$ cat config.mk
export PLATFORM = sky130hd
export DESIGN_NAME = accel_core
export DESIGN_NICKNAME = d
export VERILOG_FILES = /design/src/rtl/accel_pkg.sv /design/src/rtl/accel_axis.sv /design/src/rtl/accel_core.sv
export SDC_FILE = /design/constraint.sdc
export NUM_CORES = 2
export LEC_CHECK = 0
export BUFFER_PORTS_ARGS = -buffer_cell sky130_fd_sc_hd__buf_2
export CORE_UTILIZATION = 58
export DETAILED_ROUTE_END_ITERATION = 7
export PLACE_DENSITY_LB_ADDON = 0.05
export SLEW_MARGIN = 0
export SYNTH_ARGS = -nofsm -noshare
export SYNTH_HDL_FRONTEND = slang
export SYNTH_SLANG_ARGS = --single-unit
$ cat constraint.sdc
create_clock -name clk_i -period 10.5 [get_ports clk_i]
set_input_delay 2.1 -clock clk_i [delete_from_list [all_inputs] [get_ports clk_i]]
set_output_delay 2.1 -clock clk_i [all_outputs]
set_load 0.05 [all_outputs]
$ cat src/rtl/accel_pkg.sv
// Constants for the accelerometer control core: register map, field
// layout, reset values and sample-rate timing.
// Assumes a single 200 MHz clock and a 32-bit classic Wishbone bus.
package accel_pkg;

    localparam int unsigned CLK_HZ        = 200_000_000;
    localparam int unsigned NORMAL_ODR_HZ = 50;
    localparam int unsigned LOW_ODR_HZ    = 1;
    // Each period rounds down to whole cycles
    localparam int unsigned NORMAL_ODR_CYC = CLK_HZ / NORMAL_ODR_HZ;
    localparam int unsigned LOW_ODR_CYC    = CLK_HZ / LOW_ODR_HZ;

    localparam int unsigned DATA_W   = 16;
    localparam int unsigned GAIN_W   = 8;
    localparam int unsigned OFFS_W   = 8;
    localparam int unsigned GAIN_SH  = 7;  // Gain trim of 128 is unity
    localparam int unsigned NVM_AW   = 3;
    localparam int unsigned TRIM_CNT = 6;  // Gain x,y,z then offset x,y,z

    // Byte addresses of the register words
    localparam logic [7:0] ADR_CTRL     = 8'h00;
    localparam logic [7:0] ADR_WAKE_THR = 8'h04;
    localparam logic [7:0] ADR_FF_THR   = 8'h08;
    localparam logic [7:0] ADR_STATUS   = 8'h0C;
    localparam logic [7:0] ADR_OUT_X    = 8'h10;
    localparam logic [7:0] ADR_OUT_Y    = 8'h14;
    localparam logic [7:0] ADR_OUT_Z    = 8'h18;

    // accel_control_four fields
    localparam int unsigned CTRL_W     = 11;
    localparam int unsigned CTRL_ST    = 0;  // selftest_enable
    localparam int unsigned CTRL_FS_LO = 1;  // Full scale, 2 bits
    localparam int unsigned CTRL_LP    = 3;
    localparam int unsigned CTRL_STW   = 4;
    localparam int unsigned CTRL_WK_LO = 5;  // Wake axis enables x,y,z
    localparam int unsigned CTRL_FF_LO = 8;  // Free-fall axis enables
    localparam logic [CTRL_W-1:0] CTRL_RST = 11'h000;

    localparam logic [DATA_W-1:0] WAKE_THR_RST = 16'h0400;
    localparam logic [DATA_W-1:0] FF_THR_RST   = 16'h0100;

    // Status bit positions
    localparam int unsigned STS_DRDY = 0;
    localparam int unsigned STS_WAKE = 1;
    localparam int unsigned STS_FF   = 2;
    localparam int unsigned STS_TRIM = 3;
    localparam int unsigned STS_SLOW = 4;

    // Test-force per axis in output LSb at the narrowest range
    localparam logic signed [DATA_W-1:0] ST_FORCE_X = 16'sh012C;
    localparam logic signed [DATA_W-1:0] ST_FORCE_Y = -16'sh012C;
    localparam logic signed [DATA_W-1:0] ST_FORCE_Z = 16'sh015E;

    localparam logic [GAIN_W-1:0] GAIN_RST = 8'h80;
    localparam logic [OFFS_W-1:0] OFFS_RST = 8'h00;

    typedef enum logic [0:0] {TRIM_LOAD, RUN} core_state_t;

endpackage

$ cat src/rtl/accel_axis.sv
// One acceleration axis: self-test force, trim, range scaling and the
// wake and free-fall compares.
// Assumes raw samples arrive on the core clock with a one-cycle strobe.
`timescale 1ns/1ps
module accel_axis #(
    parameter logic signed [accel_pkg::DATA_W-1:0] ST_FORCE = '0
) (
    input  wire logic                             clk_i,
    input  wire logic                             rst_i,
    input  wire logic                             sample_i,
    input  wire logic signed [accel_pkg::DATA_W-1:0] raw_i,
    input  wire logic [accel_pkg::GAIN_W-1:0]     gain_i,
    input  wire logic [accel_pkg::OFFS_W-1:0]     offset_i,
    input  wire logic                             selftest_enable_i,
    input  wire logic [1:0]                       fs_i,
    input  wire logic [accel_pkg::DATA_W-1:0]     wake_thr_i,
    input  wire logic [accel_pkg::DATA_W-1:0]     ff_thr_i,
    output logic signed [accel_pkg::DATA_W-1:0]   out_o,
    output logic                                  above_o,
    output logic                                  below_o
);
    import accel_pkg::*;

    logic signed [DATA_W+1:0]        sum;
    logic signed [DATA_W+GAIN_W+2:0] prod;
    logic signed [DATA_W+1:0]        trimmed;
    logic signed [DATA_W+1:0]        scaled;
    logic        [DATA_W-1:0]        mag;

    always_comb begin
        // Test force is added ahead of gain so it scales like real input
        sum = (DATA_W+2)'(raw_i);
        if (selftest_enable_i) begin
            sum = sum + (DATA_W+2)'(ST_FORCE);
        end
        prod    = sum * $signed({1'b0, gain_i});
        trimmed = (DATA_W+2)'(prod >>> GAIN_SH)
                  - (DATA_W+2)'($signed(offset_i));
        scaled  = trimmed >>> fs_i;
        mag     = scaled[DATA_W-1] ? DATA_W'(-scaled) : scaled[DATA_W-1:0];
    end

    always_ff @(posedge clk_i) begin
        if (rst_i) begin
            out_o   <= '0;
            above_o <= 1'b0;
            below_o <= 1'b0;
        end else if (sample_i) begin
            out_o   <= scaled[DATA_W-1:0];
            above_o <= mag > wake_thr_i;
            below_o <= mag < ff_thr_i;
        end
    end
endmodule

$ cat src/rtl/accel_core.sv
// Accelerometer control core: trim load, sample pacing, data-ready,
// wake and free-fall events, sleep-to-wakeup, Wishbone registers.
// Assumes front end and trim store run on clk_i; trim store answers
// one cycle after the address.
// Function
// Self-test force applied only while selftest_enable is set.
// Self-test output is real plus force signal, scaled by range.
// Factory gain and offset trim copied from storage after reset.
// Data-ready rises when a full new x, y, z set is stored.
// Wake and free-fall events raised on software-enabled axes.
// Wake and free-fall run together on separate interrupt outputs.
// Low-power mode keeps sampling at a slow rate with events.
// Sleep-to-wakeup leaves low-power rate on any detected event.
// Output words are two's complement, zero at zero acceleration.
// Data-ready drops after the host reads the newest set.
`timescale 1ns/1ps
module accel_core #(
    parameter int unsigned NORMAL_CYC = accel_pkg::NORMAL_ODR_CYC,
    parameter int unsigned LOW_CYC    = accel_pkg::LOW_ODR_CYC
) (
    input  wire logic                         clk_i,
    input  wire logic                         rst_i,
    input  wire logic                         wb_cyc_i,
    input  wire logic                         wb_stb_i,
    input  wire logic                         wb_we_i,
    input  wire logic [7:0]                   wb_adr_i,
    input  wire logic [3:0]                   wb_sel_i,
    input  wire logic [31:0]                  wb_dat_i,
    output logic [31:0]                       wb_dat_o,
    output logic                              wb_ack_o,
    output logic [accel_pkg::NVM_AW-1:0]      nvm_addr_o,
    input  wire logic [accel_pkg::GAIN_W-1:0] nvm_data_i,
    output logic                              sample_req_o,
    input  wire logic                         raw_valid_i,
    input  wire logic [accel_pkg::DATA_W-1:0] raw_x_i,
    input  wire logic [accel_pkg::DATA_W-1:0] raw_y_i,
    input  wire logic [accel_pkg::DATA_W-1:0] raw_z_i,
    output logic                              selftest_force_o,
    output logic                              data_ready_o,
    output logic                              int_wake_o,
    output logic                              int_ff_o
);
    import accel_pkg::*;

    core_state_t                state_q;
    logic [NVM_AW-1:0]          load_idx_q;
    logic                       load_cap_q;
    logic [NVM_AW-1:0]          cap_idx_q;
    logic [GAIN_W-1:0]          gain_q [3];
    logic [OFFS_W-1:0]          offs_q [3];
    logic [CTRL_W-1:0]          ctrl_q;
    logic [DATA_W-1:0]          wake_thr_q;
    logic [DATA_W-1:0]          ff_thr_q;
    logic [31:0]                rate_cnt_q;
    logic                       woken_q;
    logic                       slow;
    logic                       sample_d1_q;
    logic [DATA_W-1:0]          raw [3];
    logic [DATA_W-1:0]          out [3];
    logic [2:0]                 above;
    logic [2:0]                 below;
    logic [2:0]                 wk_en;
    logic [2:0]                 ff_en;
    logic                       wake_ev;
    logic                       ff_ev;
    logic                       wb_req;
    logic                       wb_wr;
    logic                       rd_z;
    logic [31:0]                rd_data;
    logic [DATA_W-1:0]          wmerge;

    localparam logic signed [DATA_W-1:0] ST_FORCE [3] =
        '{ST_FORCE_X, ST_FORCE_Y, ST_FORCE_Z};

    ////////////////////////////////////////////////////////////////////////
    // Trim load after reset, one word per cycle

    always_ff @(posedge clk_i) begin
        if (rst_i) begin
            state_q    <= TRIM_LOAD;
            load_idx_q <= '0;
            load_cap_q <= 1'b0;
            cap_idx_q  <= '0;
        end else begin
            load_cap_q <= 1'b0;
            cap_idx_q  <= load_idx_q;
            unique case (state_q)
                TRIM_LOAD: begin
                    if (load_idx_q == NVM_AW'(TRIM_CNT)) begin
                        state_q <= RUN;
                    end else begin
                        load_cap_q <= 1'b1;
                        load_idx_q <= load_idx_q + 1'b1;
                    end
                end
                RUN: begin
                end
            endcase
        end
    end

    assign nvm_addr_o = load_idx_q;

    always_ff @(posedge clk_i) begin
        if (rst_i) begin
            gain_q <= '{GAIN_RST, GAIN_RST, GAIN_RST};
            offs_q <= '{OFFS_RST, OFFS_RST, OFFS_RST};
        end else if (load_cap_q) begin
            if (cap_idx_q < NVM_AW'(3)) begin
                gain_q[cap_idx_q[1:0]] <= nvm_data_i;
            end else begin
                offs_q[2'(cap_idx_q - NVM_AW'(3))] <= nvm_data_i;
            end
        end
    end

    ////////////////////////////////////////////////////////////////////////
    // Sample pacing; slow rate only while asleep

    assign slow = ctrl_q[CTRL_LP] && !woken_q;

    always_ff @(posedge clk_i) begin
        if (rst_i || state_q != RUN) begin
            rate_cnt_q   <= '0;
            sample_req_o <= 1'b0;
        end else begin
            sample_req_o <= 1'b0;
            if (rate_cnt_q >= (slow ? LOW_CYC - 1 : NORMAL_CYC - 1)) begin
                rate_cnt_q   <= '0;
                sample_req_o <= 1'b1;
            end else begin
                rate_cnt_q <= rate_cnt_q + 1;
            end
        end
    end

    ////////////////////////////////////////////////////////////////////////
    // Axis datapaths

    assign raw   = '{raw_x_i, raw_y_i, raw_z_i};
    assign wk_en = ctrl_q[CTRL_WK_LO +: 3];
    assign ff_en = ctrl_q[CTRL_FF_LO +: 3];

    for (genvar a = 0; a < 3; a++) begin : g_axis
        accel_axis #(
            .ST_FORCE (ST_FORCE[a])
        ) u_axis (
            .clk_i             (clk_i),
            .rst_i             (rst_i),
            .sample_i          (raw_valid_i && state_q == RUN),
            .raw_i             (raw[a]),
            .gain_i            (gain_q[a]),
            .offset_i          (offs_q[a]),
            .selftest_enable_i (ctrl_q[CTRL_ST]),
            .fs_i              (ctrl_q[CTRL_FS_LO +: 2]),
            .wake_thr_i        (wake_thr_q),
            .ff_thr_i          (ff_thr_q),
            .out_o             (out[a]),
            .above_o           (above[a]),
            .below_o           (below[a])
        );
    end

    // Wake: any enabled axis over; free fall: all enabled axes under
    assign wake_ev = |(above & wk_en);
    assign ff_ev   = (|ff_en) && ((below & ff_en) == ff_en);

    ////////////////////////////////////////////////////////////////////////
    // Event outputs, data-ready and wake latch

    always_ff @(posedge clk_i) begin
        if (rst_i) begin
            sample_d1_q <= 1'b0;
        end else begin
            sample_d1_q <= raw_valid_i && state_q == RUN;
        end
    end

    always_ff @(posedge clk_i) begin
        if (rst_i) begin
            int_wake_o <= 1'b0;
            int_ff_o   <= 1'b0;
        end else if (sample_d1_q) begin
            int_wake_o <= wake_ev;
            int_ff_o   <= ff_ev;
        end
    end

    // New set wins over a read clear in the same cycle
    always_ff @(posedge clk_i) begin
        if (rst_i) begin
            data_ready_o <= 1'b0;
        end else if (sample_d1_q) begin
            data_ready_o <= 1'b1;
        end else if (rd_z) begin
            data_ready_o <= 1'b0;
        end
    end

    // Stays awake until software writes the control word again
    always_ff @(posedge clk_i) begin
        if (rst_i) begin
            woken_q <= 1'b0;
        end else if (sample_d1_q && ctrl_q[CTRL_STW] && (wake_ev || ff_ev))
        begin
            woken_q <= 1'b1;
        end else if (wb_wr && wb_adr_i == ADR_CTRL) begin
            woken_q <= 1'b0;
        end
    end

    always_ff @(posedge clk_i) begin
        if (rst_i) begin
            selftest_force_o <= 1'b0;
        end else begin
            selftest_force_o <= ctrl_q[CTRL_ST];
        end
    end

    ////////////////////////////////////////////////////////////////////////
    // Wishbone slave, one wait state, ack for every address

    assign wb_req = wb_cyc_i && wb_stb_i && !wb_ack_o;
    assign wb_wr  = wb_req && wb_we_i;
    assign rd_z   = wb_req && !wb_we_i && wb_adr_i == ADR_OUT_Z;

    always_comb begin
        wmerge = '0;
        wmerge[7:0]  = wb_dat_i[7:0];
        wmerge[15:8] = wb_dat_i[15:8];
        rd_data = '0;
        unique case (wb_adr_i)
            ADR_CTRL:     rd_data[CTRL_W-1:0] = ctrl_q;
            ADR_WAKE_THR: rd_data[DATA_W-1:0] = wake_thr_q;
            ADR_FF_THR:   rd_data[DATA_W-1:0] = ff_thr_q;
            ADR_STATUS: begin
                rd_data[STS_DRDY] = data_ready_o;
                rd_data[STS_WAKE] = int_wake_o;
                rd_data[STS_FF]   = int_ff_o;
                rd_data[STS_TRIM] = state_q == RUN;
                rd_data[STS_SLOW] = slow;
            end
            ADR_OUT_X:    rd_data = {{16{out[0][DATA_W-1]}}, out[0]};
            ADR_OUT_Y:    rd_data = {{16{out[1][DATA_W-1]}}, out[1]};
            ADR_OUT_Z:    rd_data = {{16{out[2][DATA_W-1]}}, out[2]};
            default:      rd_data = '0;
        endcase
    end

    always_ff @(posedge clk_i) begin
        if (rst_i) begin
            wb_ack_o <= 1'b0;
            wb_dat_o <= '0;
        end else begin
            wb_ack_o <= wb_req;
            wb_dat_o <= wb_req && !wb_we_i ? rd_data : '0;
        end
    end

    always_ff @(posedge clk_i) begin
        if (rst_i) begin
            ctrl_q     <= CTRL_RST;
            wake_thr_q <= WAKE_THR_RST;
            ff_thr_q   <= FF_THR_RST;
        end else if (wb_wr) begin
            unique case (wb_adr_i)
                ADR_CTRL: begin
                    if (wb_sel_i[0]) ctrl_q[7:0] <= wmerge[7:0];
                    if (wb_sel_i[1]) ctrl_q[CTRL_W-1:8] <= wmerge[CTRL_W-1:8];
                end
                ADR_WAKE_THR: begin
                    if (wb_sel_i[0]) wake_thr_q[7:0]  <= wmerge[7:0];
                    if (wb_sel_i[1]) wake_thr_q[15:8] <= wmerge[15:8];
                end
                ADR_FF_THR: begin
                    if (wb_sel_i[0]) ff_thr_q[7:0]  <= wmerge[7:0];
                    if (wb_sel_i[1]) ff_thr_q[15:8] <= wmerge[15:8];
                end
                default: begin
                end
            endcase
        end
    end
endmodule

==> impl_metrics.env <==
export IMPL_pre_cts_slack_ps=-1280
export IMPL_die_h_um=230
export IMPL_grt_pass1_vias=30600
export IMPL_met3_usage_pct=4.46
export IMPL_fmax_mhz=90.9
export IMPL_firstDrtPassIters=7
export IMPL_post_route_util_pct=76.1
export IMPL_tns_ps=-2600
export IMPL_grt_max_degree=96
export IMPL_grt_pass1_wl_um=152000
export IMPL_endpoint_kind="flop"
export IMPL_top_usage_layer="met2"
export IMPL_clock_latency_ps=560
export IMPL_postRouteAntennaNets=0
export IMPL_finalSetupViolCount=6
export IMPL_synth_edff_count=0
export IMPL_ir_worst_vdd_uv=322
export IMPL_routedWlPerCell_um=17.8
export IMPL_synth_most_common_cell="inv_1"
export IMPL_drv_cap=0
export IMPL_yosysWarnings=0
export IMPL_cp_max_fo=7
export IMPL_num_vias=29100
export IMPL_power_density_mw_per_mm2=296
export IMPL_ios=147
export IMPL_max_stage_delay_ps=540
export IMPL_fin_crit_sh_pct=105
export IMPL_period_needed_ps=11000
export IMPL_ys_ff_latch=210
export IMPL_start_kind="input port"
export IMPL_drt_iter0_markers=1873
export IMPL_p_leak_nw=18.4
export IMPL_critPathRequiredTime_ps=10990
export IMPL_vias_per_cell=5.66
export IMPL_cts_tree="done"
export IMPL_outcome="complete, but fails checks"
export IMPL_cts_root_buffer="clkbuf_16"
export IMPL_start_util_pct=58.7
export IMPL_hold_viol_final=0
export IMPL_hold_depth=2
export IMPL_slowest_stage="fa_1"
export IMPL_rows=83
export IMPL_crit_type="input port to flop"
export IMPL_path_clk_slew_ps=60
export IMPL_gp_congestion=0.999
export IMPL_placed_area_mm2=0.0365
export IMPL_fin_area_mm2=0.0390
export IMPL_use_met1_pct=44.4
export IMPL_h_tree_depth=1
export IMPL_layout_nets=5163
export IMPL_async_reset_ff_share_pct=0
export IMPL_synth_cells=3708
export IMPL_dp_hpwl_um=71600
export IMPL_portBuffers=128
export IMPL_syn_area_per_cell_um2=8.10
export IMPL_core_area_mm2=0.0512
export IMPL_drc=0
export IMPL_rsz0062_at_grt="yes"
export IMPL_tightest_slew_ps=1290
export IMPL_n_antenna_cell=0
export IMPL_synth_top_area_share_pct=21.2
export IMPL_r2r_worst_path_cells=44
export IMPL_skew_ps=30.5
export IMPL_die_w_um=230
export IMPL_antenna_found_initial=2
export IMPL_cts_sinks=210
export IMPL_cp_arrival_ps=11490
export IMPL_cts_made_buffers=24
export IMPL_clockBufferDepth=3
export IMPL_die_area_mm2=0.0527
export IMPL_relSlewSlack_pct=14.1
export IMPL_drive_above_1_share_pct=26.8
export IMPL_fin_ws_ps=-497
export IMPL_synth_distinct_cells=91
export IMPL_seq_area_frac_synth_pct=14.0
export IMPL_fillers=3748
export IMPL_synth_ff_type="dfxtp_1"
export IMPL_grt_met2_usage_pct=61.4
export IMPL_power_total_mw=11.5
export IMPL_synth_common_cells="538 x inv_1, 469 x nand2_1, 318 x fa_1"
export IMPL_yosys_area_top_type="fa_1"
export IMPL_ys_top_cells_by_area="fa_1 21%, dfxtp_1 14%, ha_1 12%"
export IMPL_syn_to_final_growth_pct=29.8
export IMPL_wirelength_um=91800
export IMPL_drv_slew=0
export IMPL_violations="negative setup slack"
export IMPL_grt_total_usage_pct=35.1
export IMPL_syn_cell_area_mm2=0.0300
export IMPL_hp_class="flop to flop"
export IMPL_grt_overflow=0
placed cells by master (no fill, tap or decap), types with 13 or more instances in the layout:
cell type	instances
nor3_1	53
nand4_1	33
nand3_1	47
nand2_1	450
o21ai_0	48
nand3b_1	13
buf_4	704
fa_1	313
o21ai_1	18
a21o_1	64
and2_1	192
buf_2	124
xnor2_1	96
nor2b_1	24
nand2b_1	26
xor2_1	62
o211ai_1	19
nor2_1	264
mux2i_1	64
xnor2_2	23
inv_2	16
nand2_2	19
and3_1	19
a222oi_1	30
a211oi_1	33
a31oi_1	30
a21oi_1	166
inv_1	520
o21a_1	47
nor2_2	15
clkbuf_16	24
ha_1	262
ha_4	28
a21oi_2	29
dfxtp_1	207
cells by family (layout without fill, tap and decap cells):
family | Yosys count | count (layout) | synth area share (%)
flops | 210 | 210 | 14.0
xor+xnor | 194 | 194 | 5.68
buf+inv | 675 | 1426 | 8.70
simple gates | 1270 | 1270 | 20.2
other cells | 1 | 3 | 0.0125
compound gates | 666 | 666 | 15.1
fa+ha+maj | 612 | 612 | 33.5
mux | 80 | 80 | 2.85
power by group:
| part | internal [mW] | switching (mW) |
|---|---|---|
| clock | 0.555 | 0.377 |
| sequential | 0.809 | 0.0363 |
| combinational | 4.94 | 4.81 |
stage by stage:
| step | hold WS, ps | instances |
|---|---|---|
| after floorplan | 426 | 3710 |
| after global placement | 442 | 5018 |
| after global routing | 481 | 5141 |
| after CTS | 459 | 5113 |
| final | 462 | 5141 |
| after detailed placement | 450 | 5018 |
registers in the layout, summed over array words and instances (netlist names):
name,cells
load_cap_q,1
cap_idx_q,3
sample_req_o,1
sample_d1_q,1
wb_ack_o,1
g_axis.u_axis.above_o,3
g_axis.u_axis.out_o,48
state_q,1
woken_q,1
g_axis.u_axis.below_o,3
int_wake_o,1
rate_cnt_q,32
nvm_addr_o,3
data_ready_o,1
offs_q,24
gain_q,24
ff_thr_q,16
selftest_force_o,1
wake_thr_q,16
wb_dat_o,17
ctrl_q,11
int_ff_o,1
metal layers:
| metal | routed length [um] | part of all wire, % |
|---|---|---|
| met1 | 37800 | 41 |
| met3 | 5500 | 6.0 |
| met2 | 45300 | 49 |
| met5 | 13 | 0.014 |
| met4 | 3240 | 3.5 |
final cells by class:
class / count / area [um2] / area share [%]
multi-input combinational: 2825 / 24900 / 63.8
timing repair buffer: 846 / 6160 / 15.8
clock buffer: 27 / 622 / 1.60
inverter: 538 / 2040 / 5.23
clock inverter: 15 / 249 / 0.639
sequential: 210 / 4210 / 10.8
tap: 680 / 851 / 2.18
path summary, 6_finish.rpt:
path / start / endpoint / slack (ps)
max reg2reg: ctrl_q[0]$_SDFFE_PP0P_ / g_axis[2].u_axis.above_o$_SDFFE_PP0P_ / 320
max: raw_x_i[3] / g_axis[0].u_axis.above_o$_SDFFE_PP0P_ / -500
min reg2reg: offs_q[9]$_SDFFE_PP0P_ / offs_q[9]$_SDFFE_PP0P_ / 460
min: offs_q[9]$_SDFFE_PP0P_ / offs_q[9]$_SDFFE_PP0P_ / 460
repair_timing:
action                     in CTS  in global routing
setup endpoints to repair       6                  6
cloned                          2                  0
pin swaps                     166                133
buffers inserted               51                 29
gates resized for setup       119                104
hold buffers                    0                  0
worst max-delay path, delay by kind of cell:
kind,cells,cell delay (ps)
and+or+nand+nor,9,1750
adders and majority gates,7,2680
muxes,1,160
AOI/OAI and AO/OA,14,2830
buffers and inverters,9,1020
xor gates and xnor gates,5,910
Note: power is estimated with default switching activity, not from simulation.
